[config.mk]
export PLATFORM = sky130hd
export DESIGN_NAME = ewp_ctrl
export DESIGN_NICKNAME = d
export VERILOG_FILES = /design/src/ewp_pkg.sv /design/src/ewp_ctrl.sv
export VERILOG_INCLUDE_DIRS = /design/src
export SDC_FILE = /design/constraint.sdc
export NUM_CORES = 1
export LEC_CHECK = 0
export BUFFER_PORTS_ARGS = -buffer_cell sky130_fd_sc_hd__buf_2
export CORE_UTILIZATION = 29
export DETAILED_ROUTE_END_ITERATION = 12
export GPL_TIMING_DRIVEN = 0
export HOLD_SLACK_MARGIN = 0.15
export PLACE_DENSITY_LB_ADDON = 0.2
export SYNTH_ARGS = -nofsm -noshare
export SYNTH_HDL_FRONTEND = slang
export SYNTH_SLANG_ARGS = --single-unit
[constraint.sdc]
create_clock -name sys_clk -period 4.5 [get_ports sys_clk]
set_input_delay 0.675 -clock sys_clk [delete_from_list [all_inputs] [get_ports sys_clk]]
set_output_delay 0.675 -clock sys_clk [all_outputs]
set_load 0.02 [all_outputs]
[src/ewp_regs.svh]
// Timing counts and command constants for the EEPROM write controller.
`ifndef EWP_REGS_SVH
`define EWP_REGS_SVH
`define EWP_CLK_NS 20
`define EWP_STROBE_NS 200
`define EWP_STROBE_CYC ((`EWP_STROBE_NS + `EWP_CLK_NS - 1) / `EWP_CLK_NS)
`define EWP_GAP_NS 300
`define EWP_GAP_CYC ((`EWP_GAP_NS + `EWP_CLK_NS - 1) / `EWP_CLK_NS)
`define EWP_BLC_MAX_NS 30000
`define EWP_BLC_MAX_CYC (`EWP_BLC_MAX_NS / `EWP_CLK_NS)
`define EWP_PROG_MS 10
`define EWP_PROG_CYC (`EWP_PROG_MS * 1000000 / `EWP_CLK_NS)
`define EWP_ADDR_A 15'h5555
`define EWP_ADDR_B 15'h2AAA
`define EWP_DAT_AA 8'hAA
`define EWP_DAT_55 8'h55
`define EWP_DAT_A0 8'hA0
`define EWP_DAT_80 8'h80
`define EWP_DAT_20 8'h20
`endif

[src/ewp_pkg.sv]
// Types for the EEPROM write controller.
package ewp_pkg;
  typedef struct packed {
    logic [14:0] addr;
    logic [7:0] data;
  } ewp_word_t;

  typedef enum logic [3:0] {
    EWP_OP_WRITE = 4'h1,
    EWP_OP_LOCK_ON = 4'h2,
    EWP_OP_LOCK_OFF = 4'h4
  } ewp_op_t;

  typedef enum logic [5:0] {
    EWP_IDLE = 6'h01,
    EWP_LOAD = 6'h02,
    EWP_STRB = 6'h04,
    EWP_GAP = 6'h08,
    EWP_PROG = 6'h10,
    EWP_DONE = 6'h20
  } ewp_state_t;

  typedef struct packed {
    logic ce_n;
    logic oe_n;
    logic we_n;
    logic hold_off_n;
    logic [14:0] addr;
    logic [7:0] dout;
    logic dq_oe_n;
  } ewp_pins_t;

  typedef struct packed {
    ewp_state_t state;
    ewp_pins_t pins;
    ewp_op_t op;
    ewp_word_t word;
    logic [2:0] step;
    logic [2:0] nsteps;
    logic [31:0] cnt;
    logic busy;
    logic done;
  } ewp_st_t;
endpackage : ewp_pkg

[src/ewp_ctrl.sv]
// Host-side write controller driving a byte-wide EEPROM through its pins.
`timescale 1ns/1ps
`include "ewp_regs.svh"
module ewp_ctrl #(
  parameter int PROG_CYC = `EWP_PROG_CYC,
  parameter int BLC_MAX_CYC = `EWP_BLC_MAX_CYC
) (
  input wire logic sys_clk,
  input wire logic rstn,
  input wire logic req,
  input wire ewp_pkg::ewp_op_t req_op,
  input wire ewp_pkg::ewp_word_t req_word,
  input wire logic lock_on,
  input wire logic hold_req,
  output logic busy,
  output logic done,
  output logic ce_n,
  output logic oe_n,
  output logic we_n,
  output logic hold_off_n,
  output logic [14:0] addr,
  output logic [7:0] dout,
  output logic dq_oe_n
);
  localparam logic [31:0] STRB = 32'(`EWP_STROBE_CYC);
  localparam logic [31:0] GAP = 32'(`EWP_GAP_CYC);

  ewp_pkg::ewp_st_t st;
  ewp_pkg::ewp_st_t next_st;

  // Word presented at a given step of the current sequence.
  function automatic ewp_pkg::ewp_word_t seq_word(
    input ewp_pkg::ewp_op_t op, input logic [2:0] step,
    input ewp_pkg::ewp_word_t user);
    ewp_pkg::ewp_word_t w;
    w = user;
    case (op)
      ewp_pkg::EWP_OP_LOCK_OFF:
        case (step)
          3'h0, 3'h3: w = '{`EWP_ADDR_A, `EWP_DAT_AA};
          3'h1, 3'h4: w = '{`EWP_ADDR_B, `EWP_DAT_55};
          3'h2: w = '{`EWP_ADDR_A, `EWP_DAT_80};
          default: w = '{`EWP_ADDR_A, `EWP_DAT_20};
        endcase
      default:
        case (step)
          3'h0: w = '{`EWP_ADDR_A, `EWP_DAT_AA};
          3'h1: w = '{`EWP_ADDR_B, `EWP_DAT_55};
          3'h2: w = '{`EWP_ADDR_A, `EWP_DAT_A0};
          default: w = user;
        endcase
    endcase
    return w;
  endfunction : seq_word

  always_comb
  begin
    next_st = st;
    next_st.done = 1'b0;
    case (st.state)
      ewp_pkg::EWP_IDLE:
      begin
        // Hold-off follows the host's request only between operations,
        // so a late request can never cut off bytes already loaded.
        next_st.pins.hold_off_n = ~hold_req;
        next_st.pins.ce_n = 1'b1;
        next_st.pins.we_n = 1'b1;
        next_st.pins.oe_n = 1'b1;
        next_st.pins.dq_oe_n = 1'b1;
        if (req && !hold_req)
        begin
          next_st.op = req_op;
          next_st.word = req_word;
          next_st.step = 3'h0;
          // Plain writes skip the prefix only while the lock is off.
          if (req_op == ewp_pkg::EWP_OP_LOCK_OFF)
            next_st.nsteps = 3'h6;
          else if (req_op == ewp_pkg::EWP_OP_LOCK_ON || lock_on)
            next_st.nsteps = 3'h4;
          else
            next_st.nsteps = 3'h1;
          if (req_op == ewp_pkg::EWP_OP_WRITE && !lock_on)
            next_st.step = 3'h3;
          next_st.busy = 1'b1;
          next_st.state = ewp_pkg::EWP_LOAD;
        end
      end
      ewp_pkg::EWP_LOAD:
      begin
        // Address and data change on the same clock edge as the strobe falls.
        {next_st.pins.addr, next_st.pins.dout} =
          seq_word(st.op, st.step, st.word);
        next_st.pins.dq_oe_n = 1'b0;
        next_st.pins.oe_n = 1'b1;
        next_st.pins.ce_n = 1'b0;
        next_st.pins.we_n = 1'b0;
        next_st.cnt = 32'h0;
        next_st.state = ewp_pkg::EWP_STRB;
      end
      ewp_pkg::EWP_STRB:
      begin
        next_st.cnt = st.cnt + 32'h1;
        if (st.cnt + 32'h1 >= STRB)
        begin
          next_st.pins.we_n = 1'b1;
          next_st.pins.ce_n = 1'b1;
          next_st.cnt = 32'h0;
          next_st.state = ewp_pkg::EWP_GAP;
        end
      end
      ewp_pkg::EWP_GAP:
      begin
        next_st.cnt = st.cnt + 32'h1;
        if (st.cnt + 32'h1 >= GAP)
        begin
          next_st.pins.dq_oe_n = 1'b1;
          next_st.cnt = 32'h0;
          // The count of bytes left decides whether programming follows.
          if (st.nsteps == 3'h1)
            next_st.state = ewp_pkg::EWP_PROG;
          else
          begin
            next_st.step = st.step + 3'h1;
            next_st.nsteps = st.nsteps - 3'h1;
            next_st.state = ewp_pkg::EWP_LOAD;
          end
        end
      end
      ewp_pkg::EWP_PROG:
      begin
        // Hold-off stays high until programming has surely ended.
        next_st.pins.hold_off_n = 1'b1;
        next_st.cnt = st.cnt + 32'h1;
        if (st.cnt + 32'h1 >= 32'(PROG_CYC))
          next_st.state = ewp_pkg::EWP_DONE;
      end
      default:
      begin
        next_st.pins.hold_off_n = ~hold_req;
        next_st.busy = 1'b0;
        next_st.done = 1'b1;
        next_st.cnt = 32'h0;
        next_st.state = ewp_pkg::EWP_IDLE;
      end
    endcase
  end

  always_ff @(posedge sys_clk or negedge rstn)
  begin
    if (!rstn)
    begin
      st <= '0;
      st.state <= ewp_pkg::EWP_IDLE;
      st.op <= ewp_pkg::EWP_OP_WRITE;
      st.pins <= '{1'b1, 1'b1, 1'b1, 1'b0, 15'h0000, 8'h00, 1'b1};
    end
    else
      st <= next_st;
  end

  assign busy = st.busy;
  assign done = st.done;
  assign ce_n = st.pins.ce_n;
  assign oe_n = st.pins.oe_n;
  assign we_n = st.pins.we_n;
  assign hold_off_n = st.pins.hold_off_n;
  assign addr = st.pins.addr;
  assign dout = st.pins.dout;
  assign dq_oe_n = st.pins.dq_oe_n;
endmodule : ewp_ctrl

After elaboration in Yosys (flattened, before gate mapping)
Index checks and enable logic that the tools add are counted.
W data, S select, Z words.
- bits of input ports: 32
- bits in registers: 100
- word-level logic and storage cells: 89
- output and inout bits: 30
- add/sub/neg operators: 3
- bitwise gates (word level): 2
- $lt $le $gt $ge: 3
- equality and inequality tests: 19
- reductions and logical operators: 20
- mux-type cells: 27
- operator list (cell ; count):
    $pmux W23 S3 ; 2
    $pmux W32 S4 ; 1
    $ge A32 B4 Y1 const B ; 2
    $mux W38 ; 1
    $add A32 B1 Y32 const B ; 1
    $ge A32 B19 Y1 const B ; 1
    $mux W32 ; 1
    $mux W6 ; 5
    $pmux W6 S5 ; 1
    $mux W23 ; 1
    $pmux W6 S2 ; 1
    $ne A2 B2 Y1 const B ; 5
    $pmux W1 S3 ; 3
    $eq A4 B3 Y1 const B ; 2
    $reduce_and A2 Y1 ; 4
    $reduce_and A4 Y1 ; 2
    $mux W7 ; 1
    $eq A3 B1 Y1 const B ; 2
    $eq A3 B2 Y1 const B ; 2
    $eq A6 B1 Y1 const B ; 1
    $eq A6 B2 Y1 const B ; 1
    $eq A6 B3 Y1 const B ; 1
    $eq A6 B4 Y1 const B ; 1
    $eq A6 B5 Y1 const B ; 1
    21 further kinds ; 31

Depth between registers and ports, before layout
- depth after elaboration: 6
- gate-level depth with buffers: 12
- mapped depth without buffers: 9

Least setup slack after synthesis
OpenSTA, ideal clock, no wires.
- path type: register -> register
- start point: register st[2] (netlist name)
- end point: register st[36] (netlist name)
- cell stages (with the launch flop): 11
- library setup time: 0.068 ns
- slack: 1.343 ns
- arrival time: 3.089 ns
- buffers on the path: 1
- data required time: 4.432 ns
- clock period less this slack: 3.157 ns
- path through: dfrtp_1 > ha_1 > buf_2 > nand3_1 > or4_1 > or4_1 > o211ai_1 > nand4bb_2 > nor3_1 > a211oi_1 > a311o_1
- longest elaborated chain between the ends: 4
- RTL lines (what ; line ; source):
    start: declaration ; ewp_ctrl.sv:28 ; ewp_pkg::ewp_st_t st;
    start signal: assignment ; ewp_ctrl.sv:158 ; st <= next_st;
    $add A32 B1 Y32 ; ewp_ctrl.sv:114 ; if (st.cnt + 32'h1 >= GAP)
    $ge A32 B4 Y1 ; ewp_ctrl.sv:114 ;
    $ne A2 B2 Y1 (no line) ; n/a ;
    $reduce_and A4 Y1 (no line) ; n/a ;
Every way passes these cells.
A chain may end at the register's enable or synchronous reset.

Worst setup path in the final report
- start point: register st[2] (netlist name)
- end point: register st[31] (netlist name)
- longest elaborated chain between the ends: 4
- elaborated cells on any way between the ends: 6
- classes of those cells: add/sub (1); order compare (2); mux (3)
- RTL lines (what ; line ; source):
    $add A32 B1 Y32 * ; n/a ;
    $ge A32 B4 Y1, on equally long branches ; ewp_ctrl.sv:114, ewp_ctrl.sv:103 ;
    $mux W38 or $mux W32 (tied branches) ; ewp_ctrl.sv:114, ewp_ctrl.sv:103 ;
    $pmux W32 S4 * ; ewp_ctrl.sv:60 ; case (st.state)
Every way passes the cells marked *; elsewhere a longest branch is shown, timed or not. The select of a mux whose other input is x is not followed.

==> impl_results.rst <==
.. list-table::
   :header-rows: 1

   * - Metric
     - Value
   * - Resize count post-CTS
     - 0
   * - Source-to-sink clock delay at the later pin of the worst-skew pair
     - 0.36 ns
   * - IR Drop Worst-Case VDD
     - 178 uV
   * - Cell type of the slowest stage on the worst timing path
     - sky130_fd_sc_hd__nor2_1
   * - GRT Residual Overflow
     - 0
   * - Number of DRC violations after detailed-routing iteration 0
     - 254
   * - Predominant post-synthesis flop cell
     - sky130_fd_sc_hd__dfrtp_1
   * - Final setup violating endpoints
     - 0
   * - Highest-count cells in the layout ignoring fill and taps
     - sky130_fd_sc_hd__dfrtp_1 (95), sky130_fd_sc_hd__nand2_1 (79), sky130_fd_sc_hd__buf_2 (69)
   * - Core area
     - 19400 um2
   * - Maximum clock skew at final layout
     - 0.00900 ns
   * - FP Rows
     - 51
   * - Headroom to the max-slew limit
     - 30.8%
   * - CP peak stage delay
     - 0.78 ns
   * - Setup_tns
     - 0 ns
   * - Worst-case setup margin in the final layout
     - 0.480 ns
   * - Setup repair after global routing missed its margin
     - no
   * - Startpoint types
     - flip-flop
   * - Actual transition at the worst max-transition pin
     - 1.03 ns
   * - I/O pin cnt
     - 62
   * - Cell area power density
     - 527 nW/um2
   * - Total number of nets in the final design
     - 758
   * - Vias/cell
     - 5.09
   * - Utilization after layout
     - 34.6%
   * - Residual antenna-violating net count after detailed routing
     - 0
   * - Num CTS Buffers
     - 9
   * - Largest cells by area after synthesis
     - sky130_fd_sc_hd__dfrtp_1 (41%), sky130_fd_sc_hd__mux2_2 (5.5%), sky130_fd_sc_hd__nand2_1 (5.2%), sky130_fd_sc_hd__o21ai_0 (3.5%), sky130_fd_sc_hd__buf_4 (3.4%)
   * - Number of instances in the synthesized netlist
     - 644
   * - Post-placement worst setup slack
     - 0.594 ns
   * - Seq/Total Area, Yosys
     - 43.3%
   * - Die boundary width
     - 143 um
   * - Shortest clock period the worst path allows after layout
     - 4.02 ns
   * - Clock Tree Root
     - sky130_fd_sc_hd__clkbuf_16
   * - Final routed wire length divided by cell count
     - 16.5 um
   * - Avg Inst Size Synth
     - 8.91 um2
   * - Reg-to-reg critical path startpoint
     - st[2]
   * - Detailed-routing iteration count for the pre-antenna-repair pass
     - 5
   * - Via count of the first global-routing pass
     - 4895
   * - Reg power frac
     - 37.4%
   * - Fin Hold WS
     - 0.349 ns
   * - CP max FO
     - 9
   * - Cell family with most CP delay
     - simple AND/OR/NAND/NOR gates
   * - RD Place Congestion
     - 0.891
   * - Unique masters post-synth
     - 62
   * - Placed cells
     - 970
   * - Net switching power
     - 1.39 mW
   * - Half-perimeter wire length after placement
     - 11700 um
   * - Initial Util
     - 29.6%
   * - Fraction of power consumed by the clock network
     - 23.6%
   * - Synth Cell Area
     - 5740 um2
   * - Dominant cell type by count on the critical path
     - sky130_fd_sc_hd__or4_1
   * - Die footprint
     - 20300 um2
   * - Antenna cells
     - 0
   * - Buffers plus inverters on the worst setup path
     - 1
   * - Post-synth top area cell
     - sky130_fd_sc_hd__dfrtp_1
   * - Layout area overhead
     - 17.1%
   * - Number of enable flip-flop cells after synthesis
     - 0
   * - Number of buffers inserted by post-CTS setup repair
     - 0
   * - Design internal power
     - 2.15 mW
   * - Number of cells on the worst reg-to-reg path
     - 10
   * - Run status
     - finished, final reports clean
   * - GRT Resource Usage Total
     - 16.7%
   * - Worst reg-to-reg setup slack
     - 0.48 ns
   * - Buffers on Ports
     - 60
   * - Proportion of netlist area held by the largest area contributor
     - 41.4%
   * - Synth Register Bits
     - 99
   * - Yosys warnings
     - 0
   * - Fill cell total of the finished layout
     - 2055
   * - Maximum clock rate
     - 0.249 GHz
   * - Hold-fix buffer count after cts
     - 0
   * - Part of the total power dissipated in combinational logic
     - 39.0%
   * - Syn nets
     - 686
   * - Number of violations of the max-capacitance limit
     - 0
   * - Total count of hold-check failures in the final report
     - 0
   * - First-pass GRT wire length
     - 26100 um
   * - Post-route clock period utilization
     - 89.3%
   * - Final-report max-slew violation count
     - 0
   * - Number of clock sinks
     - 99
   * - Switching share of power
     - 39.2%
   * - Clk buf depth
     - 2
   * - Final routed DRC violation total
     - 0
   * - Worst reg2reg endpoint
     - st[31]
   * - Count of H-tree levels built during CTS
     - 3
   * - Total wire length after detailed routing
     - 16200 um
   * - Worst EP arrival
     - 4.22 ns
   * - Total number of vias
     - 5017
   * - Number of antenna violations at the first check in global routing
     - 0
   * - Clock input transition at the sequential cells of the worst setup and hold paths
     - 0.08 ns
   * - Type of destination of the critical path
     - flip-flop
   * - Share of flip-flops with an asynchronous set or reset
     - 100%
   * - Pleak
     - 2.81 nW
   * - Class of the tightest hold or removal check
     - primary input to asynchronous set/reset pin
   * - Die span in y
     - 143 um
   * - Path type of the worst setup path
     - flip-flop to flip-flop
   * - Critical-path cell list
     - ha_1 -> buf_2 -> nand3_1 -> or4_1 -> or4_1 -> o211ai_1 -> nand4bb_2 -> nor4b_4 -> nor2_1 -> o21ai_0
   * - Fraction of final layout cells with drive strength greater than 1
     - 21.8%
   * - Final Instance Count excl. Fillers
     - 986
   * - Most frequent standard cell in the layout excluding fill and tap cells
     - sky130_fd_sc_hd__dfrtp_1
   * - Crit path required time
     - 4.70 ns
   * - Clock tree from TritonCTS
     - done
   * - Maximum number of pins on one net before global-route repair
     - 53
==> per-layer routing <==
metal	up-vias	part of all wire (%)	GRT usage (%)
met4	0	1.4	5.26
met2	107	48	27.6
li1	2433	-	-
met3	19	4.4	3.22
met5	-	0	0
met1	2458	47	21.9
==> cell families (layout without fill, tap and decap cells) <==
logic type	after synthesis	count (layout)	share of synthesized area [%]
other cells	1	1	0.0654
simple gates	261	261	23.3
compound gates	141	141	15.5
buf+inv	88	165	7.68
flops	99	99	43.3
xor+xnor	13	13	1.98
fa+ha+maj	10	10	2.18
mux	31	31	6.02
==> cell type report <==
class / instances / area [um2] / share of cell area [%]
Multi-Input combinational cell: 457 / 2810 / 41.9
Buffer: 68 / 365 / 5.44
Inverter: 20 / 75.1 / 1.12
Tap cell: 265 / 332 / 4.93
Sequential cell: 99 / 2480 / 36.9
Timing Repair Buffer: 61 / 330 / 4.92
Clock buffer: 9 / 225 / 3.35
Clock inverter: 7 / 96.3 / 1.43
==> power groups by stage <==
stage	logic (mW)	clock network, mW	registers (mW)
floorplan	0.948	0	1.32
global placement	1.38	0	1.33
detailed placement	1.40	0	1.34
CTS	1.40	0.867	1.33
global route	1.53	0.893	1.36
finish	1.38	0.837	1.32
==> how the worst max path moves through the flow <==
| stage | start | to | cells after the start |
|---|---|---|---|
| 3_3_place_gp | st[2] | st[18] | 10 |
| 5_1_grt | st[2] | st[18] | 10 |
| 4_1_cts | st[2] | st[18] | 10 |
| 6_report | st[2] | st[31] | 10 |
| 3_5_place_dp | st[2] | st[31] | 10 |
| 2_1_floorplan | st[2] | st[36] | 10 |
==> Yosys cell counts (all sizes together), types with 8 or more instances <==
master,number
dfrtp,95
nand2,79
nor2,47
o21ai,45
buf,36
nor3,35
clkbuf,32
mux2,28
a21oi,27
nand3,21
inv,20
o22ai,11
ha,10
nand4,10
or3,10
nor4,9
o21a,8
or4,8
==> per-stage QoR <==
| stage | area (um2) | power [mW] |
|---|---|---|
| CTS | 6720 | 3.60 |
| finish | 6720 | 3.54 |
| global placement | 6370 | 2.71 |
| detailed placement | 6400 | 2.74 |
| global route | 6720 | 3.78 |
| floorplan | 5740 | 2.26 |
==> flip-flops by register name (all words and copies together) (netlist names) <==
register and count:
dq_oe_n 1, hold_off_n 1, busy 1, ce_n 1, st 71, done 1, dout 8, addr 15
(Power assumes the default switching activity.)
